**src/hdl/subswap_consts.svh**
```systemverilog
`ifndef SUBSWAP_CONSTS_SVH
`define SUBSWAP_CONSTS_SVH
// Opcode patterns, compared against the opcode after masking
`define OPC_LIT_SUB_MASK 16'hFF00
`define OPC_LIT_SUB 16'h0800
`define OPC_FILE_MASK 16'hFC00
`define OPC_REG_SUB 16'h5C00
`define OPC_REG_SUB_B 16'h5800
`define OPC_SWAP 16'h3800
`define OPC_TBL_MASK 16'hFFFC
`define OPC_TBL_RD 16'h0008
// Field positions
`define BIT_DEST 9
`define BIT_ACCESS 8
`define MODE_LSB 0
// Access bank split: addresses below this go to bank 0, others to bank 15
`define ACCESS_SPLIT 8'h80
`define ACCESS_HIGH_BANK 4'hF
// Reset values
`define RST_BYTE 8'h00
`define RST_PTR 21'h000000
`define RST_FLAGS 5'h00
`endif

```
**src/hdl/subswap_pkg.sv**
```systemverilog
package subswap_pkg;
    // Table pointer update modes
    typedef enum logic [1:0] {
        TBL_NONE,
        TBL_POST_INC,
        TBL_POST_DEC,
        TBL_PRE_INC
    } tbl_mode_type;
    // Status flags
    typedef struct packed {
        logic negative;
        logic overflow;
        logic zero;
        logic digit_carry;
        logic carry;
    } flags_type;
    // File register write request
    typedef struct packed {
        logic en;
        logic [11:0] addr;
        logic [7:0] data;
    } file_wr_type;
endpackage

```
**src/hdl/subswap_exec.sv**
```systemverilog
`timescale 1ns/100ps
`include "subswap_consts.svh"
// Summary of operation
// (RULE1) Immediate subtract computes literal minus accumulator into accumulator, all five flags.
// (RULE2) Register subtract computes file register minus accumulator, all five flags.
// (RULE3) Subtract with borrow also takes away the inverted carry flag.
// (RULE4) Destination bit zero sends the result to the accumulator, one to the file register.
// (RULE5) Access bit zero selects the access bank, one uses the bank selector.
// (RULE6) Nibble exchange swaps the halves of the register into the destination, flags untouched.
// (RULE7) Table read loads the program byte at the pointer into the latch, flags untouched.
// (RULE8) The two low opcode bits pick none, post-increment, post-decrement or pre-increment.
// (RULE9) The table pointer is 21 bits, a 2 Mbyte byte address.
// (RULE10) Pointer bit 0 picks low (0) or high (1) byte of a program word.
// (RULE11) Pre-increment bumps the pointer before the read.
// (RULE12) Post-increment and post-decrement read first, then change the pointer.
// (RULE13) Only those four pointer update modes exist.
// (RULE14) Carry is set when no borrow occurs and cleared on borrow.
// (RULE15) Zero flags an all-zero result, negative copies result bit 7.
module subswap_exec #(
    parameter int PTR_W = 21
) (
    input wire logic I_SYS_CLK,
    input wire logic I_SYS_RST,
    input wire logic i_exec,
    input wire logic [15:0] i_opcode,
    input wire logic [3:0] i_bank_selector,
    input wire logic [7:0] i_file_rd_data,
    input wire logic [7:0] i_prog_rd_data,
    input wire logic i_ptr_wr,
    input wire logic [20:0] i_ptr_wr_data,
    input wire logic i_acc_wr,
    input wire logic [7:0] i_acc_wr_data,
    output logic [11:0] o_file_rd_addr,
    output subswap_pkg::file_wr_type o_file_wr,
    output logic o_prog_rd,
    output logic [20:0] o_prog_addr,
    output logic [7:0] o_acc,
    output subswap_pkg::flags_type o_flags,
    output logic [20:0] o_prog_byte_pointer,
    output logic [7:0] o_prog_byte_latch,
    output logic o_busy
);
    // Pointer ports are fixed at 21 bits, so any other width is refused up front
    if (PTR_W != 21) begin : g_ptr_w_check
        $error("subswap_exec serves a 21 bit pointer only");
    end

    // Subtract a - b - borrow_in, giving result and flags
    function automatic subswap_pkg::flags_type sub_flags(input logic [7:0] a,
            input logic [7:0] b, input logic bin, output logic [7:0] res);
        logic [8:0] full;
        logic [4:0] low;
        subswap_pkg::flags_type f;
        full = {1'b0, a} - {1'b0, b} - {8'h00, bin};
        low = {1'b0, a[3:0]} - {1'b0, b[3:0]} - {4'h0, bin};
        res = full[7:0];
        f.carry = ~full[8]; // RULE14
        f.digit_carry = ~low[4];
        f.zero = (full[7:0] == 8'h00); // RULE15
        f.negative = full[7]; // RULE15
        f.overflow = (a[7] != b[7]) && (full[7] != a[7]);
        return f;
    endfunction

    // Opcode match under a mask, shared by all five decoders
    function automatic logic op_match(input logic [15:0] opc, input logic [15:0] mask,
            input logic [15:0] pattern);
        return (opc & mask) == pattern;
    endfunction

    // Instruction decode
    logic is_lit, is_sub, is_subb, is_swap, is_tbl;
    assign is_lit = i_exec && op_match(i_opcode, `OPC_LIT_SUB_MASK, `OPC_LIT_SUB);
    assign is_sub = i_exec && op_match(i_opcode, `OPC_FILE_MASK, `OPC_REG_SUB);
    assign is_subb = i_exec && op_match(i_opcode, `OPC_FILE_MASK, `OPC_REG_SUB_B);
    assign is_swap = i_exec && op_match(i_opcode, `OPC_FILE_MASK, `OPC_SWAP);
    assign is_tbl = i_exec && !o_busy
        && op_match(i_opcode, `OPC_TBL_MASK, `OPC_TBL_RD);

    subswap_pkg::tbl_mode_type mode;
    assign mode = subswap_pkg::tbl_mode_type'(i_opcode[`MODE_LSB +: 2]); // RULE8 RULE13

    // Address forming, file read is combinational from the partner
    logic [11:0] next_addr;
    always_comb begin
        if (i_opcode[`BIT_ACCESS]) begin
            next_addr = {i_bank_selector, i_opcode[7:0]}; // RULE5
        end else if (i_opcode[7:0] < `ACCESS_SPLIT) begin
            next_addr = {4'h0, i_opcode[7:0]}; // RULE5
        end else begin
            next_addr = {`ACCESS_HIGH_BANK, i_opcode[7:0]};
        end
    end
    // Read address registered: partner data valid the cycle after
    logic [11:0] rd_addr;
    always_ff @(posedge I_SYS_CLK) begin
        if (I_SYS_RST) begin
            o_file_rd_addr <= 12'h000;
        end else begin
            o_file_rd_addr <= next_addr;
        end
    end
    assign rd_addr = o_file_rd_addr;

    // Arithmetic stage: op decoded in cycle 0, executed in cycle 1 with file data
    logic st_lit, st_sub, st_subb, st_swap, st_dest;
    logic [7:0] st_lit_val;
    always_ff @(posedge I_SYS_CLK) begin
        if (I_SYS_RST) begin
            st_lit <= 1'b0;
            st_sub <= 1'b0;
            st_subb <= 1'b0;
            st_swap <= 1'b0;
            st_dest <= 1'b0;
            st_lit_val <= `RST_BYTE;
        end else begin
            st_lit <= is_lit;
            st_sub <= is_sub;
            st_subb <= is_subb;
            st_swap <= is_swap;
            st_dest <= i_opcode[`BIT_DEST];
            st_lit_val <= i_opcode[7:0];
        end
    end

    logic [7:0] res;
    subswap_pkg::flags_type nf;
    always_comb begin
        res = 8'h00;
        nf = o_flags;
        if (st_lit) begin
            nf = sub_flags(st_lit_val, o_acc, 1'b0, res); // RULE1
        end else if (st_sub) begin
            nf = sub_flags(i_file_rd_data, o_acc, 1'b0, res); // RULE2
        end else if (st_subb) begin
            nf = sub_flags(i_file_rd_data, o_acc, ~o_flags.carry, res); // RULE3
        end else if (st_swap) begin
            res = {i_file_rd_data[3:0], i_file_rd_data[7:4]}; // RULE6
        end
    end

    logic to_file;
    assign to_file = (st_sub || st_subb || st_swap) && st_dest;

    // Accumulator and flags
    always_ff @(posedge I_SYS_CLK) begin
        if (I_SYS_RST) begin
            o_acc <= `RST_BYTE;
            o_flags <= `RST_FLAGS;
        end else begin
            if ((st_lit || st_sub || st_subb || st_swap) && !to_file) begin
                o_acc <= res; // RULE1 RULE4
            end else if (i_acc_wr) begin
                o_acc <= i_acc_wr_data;
            end
            if (st_lit || st_sub || st_subb) begin
                o_flags <= nf; // Swap leaves flags alone RULE6
            end
        end
    end

    // File write-back
    always_ff @(posedge I_SYS_CLK) begin
        if (I_SYS_RST) begin
            o_file_wr <= '0;
        end else begin
            o_file_wr.en <= to_file; // RULE4
            o_file_wr.addr <= rd_addr;
            o_file_wr.data <= res;
        end
    end

    // Table read: cycle 0 issues address, cycle 1 latches byte
    logic tbl_pend;
    logic [20:0] next_ptr;
    always_comb begin
        case (mode)
            subswap_pkg::TBL_POST_INC: next_ptr = o_prog_byte_pointer + 21'h000001;
            subswap_pkg::TBL_POST_DEC: next_ptr = o_prog_byte_pointer - 21'h000001; // RULE12
            subswap_pkg::TBL_PRE_INC: next_ptr = o_prog_byte_pointer + 21'h000001; // RULE11
            default: next_ptr = o_prog_byte_pointer;
        endcase
    end
    always_ff @(posedge I_SYS_CLK) begin
        if (I_SYS_RST) begin
            o_prog_byte_pointer <= `RST_PTR;
            o_prog_addr <= `RST_PTR;
            o_prog_rd <= 1'b0;
            tbl_pend <= 1'b0;
            o_busy <= 1'b0;
        end else begin
            o_prog_rd <= is_tbl; // RULE7
            tbl_pend <= is_tbl;
            o_busy <= is_tbl;
            if (is_tbl) begin
                // Pre-increment reads the new address, others the old one
                o_prog_addr <= (mode == subswap_pkg::TBL_PRE_INC) ? next_ptr
                    : o_prog_byte_pointer; // RULE9 RULE10 RULE11 RULE12
                o_prog_byte_pointer <= next_ptr; // RULE13
            end else if (i_ptr_wr) begin
                o_prog_byte_pointer <= i_ptr_wr_data;
            end
        end
    end
    // Byte lane select is done by the partner from address bit 0
    always_ff @(posedge I_SYS_CLK) begin
        if (I_SYS_RST) begin
            o_prog_byte_latch <= `RST_BYTE;
        end else if (tbl_pend) begin
            o_prog_byte_latch <= i_prog_rd_data; // RULE7
        end
    end

    AST_PREINC: assert property (@(posedge I_SYS_CLK) disable iff (I_SYS_RST) // RULE11
        is_tbl && mode == subswap_pkg::TBL_PRE_INC |=> o_prog_addr == o_prog_byte_pointer)
        else $error("pre-increment address wrong");
    AST_POSTDEC: assert property (@(posedge I_SYS_CLK) disable iff (I_SYS_RST) // RULE12
        is_tbl && mode == subswap_pkg::TBL_POST_DEC
        |=> o_prog_byte_pointer == o_prog_addr - 21'h000001)
        else $error("post-decrement pointer wrong");
    AST_NOCHG: assert property (@(posedge I_SYS_CLK) disable iff (I_SYS_RST) // RULE8
        is_tbl && mode == subswap_pkg::TBL_NONE |=> $stable(o_prog_byte_pointer))
        else $error("pointer moved in no-change mode");
    AST_LATCH: assert property (@(posedge I_SYS_CLK) disable iff (I_SYS_RST) // RULE7
        is_tbl |=> o_prog_rd ##1 o_prog_byte_latch == $past(i_prog_rd_data))
        else $error("latch not loaded");
    AST_SWAPFLAG: assert property (@(posedge I_SYS_CLK) disable iff (I_SYS_RST) // RULE6
        st_swap |=> $stable(o_flags))
        else $error("swap altered flags");
    AST_DEST: assert property (@(posedge I_SYS_CLK) disable iff (I_SYS_RST) // RULE4
        (is_sub || is_subb || is_swap) && i_opcode[`BIT_DEST] |=> ##1 o_file_wr.en)
        else $error("file write missing");
    AST_ZERO: assert property (@(posedge I_SYS_CLK) disable iff (I_SYS_RST) // RULE15
        st_lit |=> o_flags.zero == (o_acc == 8'h00) && o_flags.negative == o_acc[7])
        else $error("zero or negative flag wrong");
    AST_CARRY: assert property (@(posedge I_SYS_CLK) disable iff (I_SYS_RST) // RULE14
        st_lit |=> o_flags.carry == ($past(st_lit_val) >= $past(o_acc)))
        else $error("carry not inverted borrow");
    AST_BANK: assert property (@(posedge I_SYS_CLK) disable iff (I_SYS_RST) // RULE5
        i_opcode[`BIT_ACCESS] |=> o_file_rd_addr[11:8] == $past(i_bank_selector))
        else $error("bank selector not used");

    // Literal result lands in the accumulator
    AST_LITACC: assert property (@(posedge I_SYS_CLK) disable iff (I_SYS_RST) // RULE1
        st_lit |=> o_acc == $past(st_lit_val) - $past(o_acc))
        else $error("literal subtract result wrong");
    // Nibble borrow seen as inverted digit carry
    AST_LITDC: assert property (@(posedge I_SYS_CLK) disable iff (I_SYS_RST) // RULE1
        st_lit |=> o_flags.digit_carry == ($past(st_lit_val[3:0]) >= $past(o_acc[3:0])))
        else $error("digit carry wrong");
    // Signed overflow: operand signs differ and result sign leaves the minuend's
    AST_LITOV: assert property (@(posedge I_SYS_CLK) disable iff (I_SYS_RST) // RULE1
        st_lit |=> o_flags.overflow
        == ($past(st_lit_val[7]) != $past(o_acc[7]) && o_acc[7] != $past(st_lit_val[7])))
        else $error("overflow flag wrong");
    // Register subtract written back to the file
    AST_SUBFILE: assert property (@(posedge I_SYS_CLK) disable iff (I_SYS_RST) // RULE2 RULE4
        st_sub && st_dest
        |=> o_file_wr.en && o_file_wr.data == $past(i_file_rd_data) - $past(o_acc))
        else $error("register subtract write-back wrong");
    // Register subtract kept in the accumulator, no file write
    AST_SUBACC: assert property (@(posedge I_SYS_CLK) disable iff (I_SYS_RST) // RULE2 RULE4
        st_sub && !st_dest
        |=> !o_file_wr.en && o_acc == $past(i_file_rd_data) - $past(o_acc))
        else $error("register subtract accumulator wrong");
    // Borrow is the inverted carry flag as it stood before the subtract
    AST_SUBB: assert property (@(posedge I_SYS_CLK) disable iff (I_SYS_RST) // RULE3
        st_subb && !st_dest
        |=> o_acc == $past(i_file_rd_data) - $past(o_acc) - {7'h00, !$past(o_flags.carry)})
        else $error("borrow subtract result wrong");
    // Carry on register subtract is the inverted borrow
    AST_SUBCARRY: assert property (@(posedge I_SYS_CLK) disable iff (I_SYS_RST) // RULE14
        st_sub |=> o_flags.carry == ($past(i_file_rd_data) >= $past(o_acc)))
        else $error("register subtract carry wrong");
    // Zero and negative follow the stored result
    AST_SUBZERO: assert property (@(posedge I_SYS_CLK) disable iff (I_SYS_RST) // RULE15
        (st_sub || st_subb) && !st_dest
        |=> o_flags.zero == (o_acc == 8'h00) && o_flags.negative == o_acc[7])
        else $error("register subtract zero or negative wrong");
    // Swap into the accumulator exchanges the halves
    AST_SWAPRES: assert property (@(posedge I_SYS_CLK) disable iff (I_SYS_RST) // RULE6
        st_swap && !st_dest
        |=> o_acc == {$past(i_file_rd_data[3:0]), $past(i_file_rd_data[7:4])})
        else $error("swap result wrong");
    // Destination zero never touches the file
    AST_NODEST: assert property (@(posedge I_SYS_CLK) disable iff (I_SYS_RST) // RULE4
        (is_sub || is_subb || is_swap) && !i_opcode[`BIT_DEST] |=> ##1 !o_file_wr.en)
        else $error("unexpected file write");
    // Access bank ignores the bank selector
    AST_ACCESS0: assert property (@(posedge I_SYS_CLK) disable iff (I_SYS_RST) // RULE5
        i_exec && !i_opcode[`BIT_ACCESS] |=> o_file_rd_addr[11:8]
        == (($past(i_opcode[7:0]) < `ACCESS_SPLIT) ? 4'h0 : `ACCESS_HIGH_BANK))
        else $error("access bank wrong");
    // Offset within the bank comes from the opcode
    AST_OFFSET: assert property (@(posedge I_SYS_CLK) disable iff (I_SYS_RST) // RULE5
        i_exec |=> o_file_rd_addr[7:0] == $past(i_opcode[7:0]))
        else $error("file offset wrong");
    // Post-increment reads the old byte, then moves on
    AST_POSTINC: assert property (@(posedge I_SYS_CLK) disable iff (I_SYS_RST) // RULE12
        is_tbl && mode == subswap_pkg::TBL_POST_INC
        |=> o_prog_byte_pointer == o_prog_addr + 21'h000001)
        else $error("post-increment pointer wrong");
    // No-change mode reads at the pointer itself
    AST_NONEADDR: assert property (@(posedge I_SYS_CLK) disable iff (I_SYS_RST) // RULE8
        is_tbl && mode == subswap_pkg::TBL_NONE |=> o_prog_addr == o_prog_byte_pointer)
        else $error("no-change read address wrong");
    // A table read issued while busy is dropped
    AST_BUSY: assert property (@(posedge I_SYS_CLK) disable iff (I_SYS_RST) // RULE7
        o_busy |=> !o_prog_rd)
        else $error("table read accepted while busy");
    // Table read leaves the flags alone
    AST_TBLFLAG: assert property (@(posedge I_SYS_CLK) disable iff (I_SYS_RST) // RULE7
        o_prog_rd |=> $stable(o_flags))
        else $error("table read altered flags");
    // Software load of the full pointer width
    AST_PTRLOAD: assert property (@(posedge I_SYS_CLK) disable iff (I_SYS_RST) // RULE9
        i_ptr_wr && !is_tbl |=> o_prog_byte_pointer == $past(i_ptr_wr_data))
        else $error("pointer load wrong");
endmodule

```
**config.mk**
```make
export PLATFORM = sky130hd
export DESIGN_NAME = subswap_exec
export DESIGN_NICKNAME = d
export VERILOG_FILES = /design/src/hdl/subswap_pkg.sv /design/src/hdl/subswap_exec.sv
export VERILOG_INCLUDE_DIRS = /design/src /design/src/hdl
export SDC_FILE = /design/constraint.sdc
export NUM_CORES = 1
export LEC_CHECK = 0
export ABC_AREA = 1
export BUFFER_PORTS_ARGS = -buffer_cell sky130_fd_sc_hd__clkbuf_2
export CAP_MARGIN = 15
export CORE_MARGIN = 4
export CORE_UTILIZATION = 54
export CTS_CLUSTER_SIZE = 20
export DETAILED_ROUTE_END_ITERATION = 6
export GPL_TIMING_DRIVEN = 1
export PLACE_DENSITY = 0.79
export SYNTH_ARGS = -nofsm -noshare
export SYNTH_HDL_FRONTEND = slang
export SYNTH_SLANG_ARGS = --single-unit
```
**constraint.sdc**
```tcl
create_clock -name I_SYS_CLK -period 2.5 [get_ports I_SYS_CLK]
set_input_delay 0.125 -clock I_SYS_CLK [delete_from_list [all_inputs] [get_ports I_SYS_CLK]]
set_output_delay 0.125 -clock I_SYS_CLK [all_outputs]
set_load 0.02 [all_outputs]
```
==> metrics.txt <==
status completed; Iteration-0 DRC Markers 639; Psw 0.00151 W; RePlAce Congestion 1.03; P_leak 4.11 nW; maxcap violations 0; # placed instances 1282; measured slew at the worst slew-check pin 0.775 ns; Remaining DRCs 0; Vias/cell 5.64; commonest cells after routing, fill and taps aside nand2_1, clkbuf_2, inv_1, nor2_1, dfxtp_1; Arr. time, crit path 2.66 ns; Initial Util 55.0%; area grow syn2layout 22.5%; clock group share of total power 34.7%; global-route wire length before repair 33900 um; crit-path max FO 3; total gr overflow 0; ys flop type dfxtp_1; critical path, cell by cell ha_4 > fa_2 > ha_4 > inv_2 > nor2_4 > nand3_2 > nor2_4 > nand2_2 > nand2_2 > nand3_1 > nand2_1 > nand2_1 > nand3_1 > nand2_1 > a21oi_2; wire length on met2 10200 um; routed wire length 21800 um; most used cell, CP nand2_1; uppermost layer routed met4; Core Region 12000 um^2; endpoints failing setup 0; endpoint class of the critical path flip-flop; Port Buffers 167; largest net degree at the start of global routing 49; total track usage 29.8%; post-DP HPWL 16900 um; Slew headroom 48.3%; Pint 0.00289 W; ys async rst share 0%; die width 118 um; Synth Area per Inst 6.73 um^2; skew final 0.0143 ns; Final Non-Filler Cells 1306; met3 routed WL 1910 um; cell row count 40; max incr delay on CP 0.61 ns; crit path setup slack, layout 0.125 ns; Place WS 0.0805 ns; ANT cells 0; Ys Warns 0; logic gate share of total power 25.9%; final hold violations 0; Clock Sinks 102; number of synthesized register bits 102; Skew-Pair Late Insertion Delay 0.36 ns; Die Area 14000 um^2; Avg WL per Cell 16.7 um; peak supply drop 0.335 mV; critical path class reg2reg; post-layout min period 2.38 ns; max-slew violation count 0; switch share 34.3%; CP max-delay cell fa_2; commonest non-fill, non-tap cell in the layout nand2_1; Layout Nets 1264; Max Root-Sink Buffers 2; Root Buffer clkbuf_16; TritonRoute pass-1 iters 6; post-route ant nets 0; initial antenna violation count 0; synthesized area 6570 um^2; Final Cycle Share 95.0%; post-synthesis net count 1087; fmax 0.421 GHz; TritonCTS clock tree built; sequential area share after synthesis 31.1%; H-tree Lvls 3; Vias 7366; Inserted Clock Buffers 9; number of I/O pins 168; part of the power in registers 39.4%; crit start category flip-flop; PD cells 546 nW/um^2; EDFF count, synth 0; vias in the first global route 6757; share of cells above drive strength 1 23.0%; Tightest Hold Check Type in2reg; Post-Route M1 WL 8540 um; Req. time, crit path 2.79 ns; Synth cell types 53; Reg clk slew, reported paths 0.09 ns; Die Y 118 um; Syn Inst Count 977
## stage by stage
| stage | util [%] | total power (W) | hold WS, ns | area [um^2] | setup TNS [ns] |
|---|---|---|---|---|---|
| final | 67.3 | 0.00440 | 0.00384 | 8060 | 0 |
| after global routing | 67.3 | 0.00459 | 0.000960 | 8060 | -0.00447 |
| after CTS | 66.7 | 0.00435 | 0.00186 | 7980 | 0 |
| after detailed placement | 63.5 | 0.00284 | 0.345 | 7600 | 0 |
| after global placement | 63.5 | 0.00283 | 0.333 | 7600 | 0 |
| after floorplan | - | 0.00250 | 0.215 | 6570 | 0 |
## synth_stat cells (2+ instances only)
cell | n | area (um^2)
nand3_1 | 55 | 275
nor2_4 | 3 | 33.8
xnor2_1 | 6 | 52.6
fa_1 | 3 | 60.1
o21ai_1 | 4 | 20.0
nand2_2 | 11 | 68.8
inv_2 | 7 | 26.3
buf_4 | 2 | 15.0
a31oi_1 | 7 | 43.8
a22o_1 | 2 | 17.5
a211oi_1 | 4 | 30.0
nor2_2 | 5 | 31.3
o21ai_0 | 71 | 355
buf_2 | 7 | 35.0
nor4_1 | 5 | 31.3
nand2_4 | 3 | 33.8
or2_2 | 3 | 18.8
o2111ai_1 | 4 | 35.0
nand2_1 | 215 | 807
inv_1 | 119 | 447
o211ai_1 | 8 | 60.1
o31ai_1 | 2 | 15.0
buf_6 | 4 | 45.0
xor2_1 | 10 | 87.6
nand3_2 | 4 | 40.0
nand4_1 | 18 | 113
clkbuf_1 | 17 | 63.8
ha_1 | 37 | 463
nand3b_1 | 3 | 22.5
a21oi_1 | 80 | 400
o22ai_1 | 4 | 25.0
a21oi_2 | 7 | 61.3
dfxtp_1 | 102 | 2040
nor2_1 | 108 | 405
o21ai_2 | 4 | 35.0
a21o_1 | 3 | 22.5
nor3_1 | 9 | 45.0
o21bai_1 | 5 | 37.5
or2_1 | 2 | 12.5
## worst paths after layout
kind	endpoint	start	slack, ns	cells past startpoint
max	o_acc[6]	o_acc[0]	0.12	15
min	o_prog_byte_latch[4]	i_prog_rd_data[4]	0.004	3
max reg2reg	o_acc[6]	o_acc[0]	0.12	15
min reg2reg	o_file_wr[17]	o_file_rd_addr[9]	0.42	2
## metal layers
layer	global-route usage, %	vias up
met5	0	-
met4	15.9	0
met3	5.93	82
met2	49.9	412
met1	36.0	3283
li1	-	3589
## worst max-delay path, delay by kind of cell, from the launching register on
family / cells / cell delay, ns
compound gates: 1 / 0.10
buf+inv: 1 / 0.04
simple gates: 10 / 0.92
flops: 1 / 0.34
fa+ha+maj: 3 / 0.91
## state kept, by name, summed over array words and instances (netlist names)
register / flops
o_acc: 8
o_file_rd_addr: 12
o_file_wr: 21
o_flags: 5
o_prog_addr: 21
o_prog_byte_latch: 8
o_prog_byte_pointer: 21
st_dest: 1
st_lit: 1
st_sub: 1
st_subb: 1
st_swap: 1
tbl_pend: 1
## power by group through the flow
| stage | registers [W] | logic, W | clock network, W |
|---|---|---|---|
| 6_report | 0.00173 | 0.00114 | 0.00152 |
| 3_5_place_dp | 0.00177 | 0.00107 | 0 |
| 5_1_grt | 0.00174 | 0.00126 | 0.00160 |
| 2_1_floorplan | 0.00181 | 0.000688 | 0 |
| 4_1_cts | 0.00173 | 0.00109 | 0.00153 |
| 3_3_place_gp | 0.00177 | 0.00107 | 0 |
## area by class of cell
class | instances | area (um^2)
multi-input cells | 718 | 3950
fillers | 1046 | 3910
flip-flops and latches | 102 | 2040
repair buffers | 197 | 1080
inverters | 126 | 473
clock buffers | 9 | 225
well taps | 147 | 184
clock inverters | 7 | 97.6
## what timing repair did
action / in CTS / in global routing
resized for setup: 0 / 17
setup endpoints to repair: 0 / 4
setup buffers: 0 / 1
hold buffers: 6 / 1
hold endpoints to repair: 6 / 1
## cell families after synthesis
family / Yosys count / share of synthesized area, %
DFF: 102 / 31.1
and+or+nand+nor: 446 / 30.0
xor gates and xnor gates: 17 / 2.38
adders and majority gates: 40 / 7.96
muxes: 1 / 0.152
buffers and inverters: 157 / 9.67
AOI/OAI and AO/OA: 214 / 18.8
Note: power is estimated with default switching activity, not from simulation.
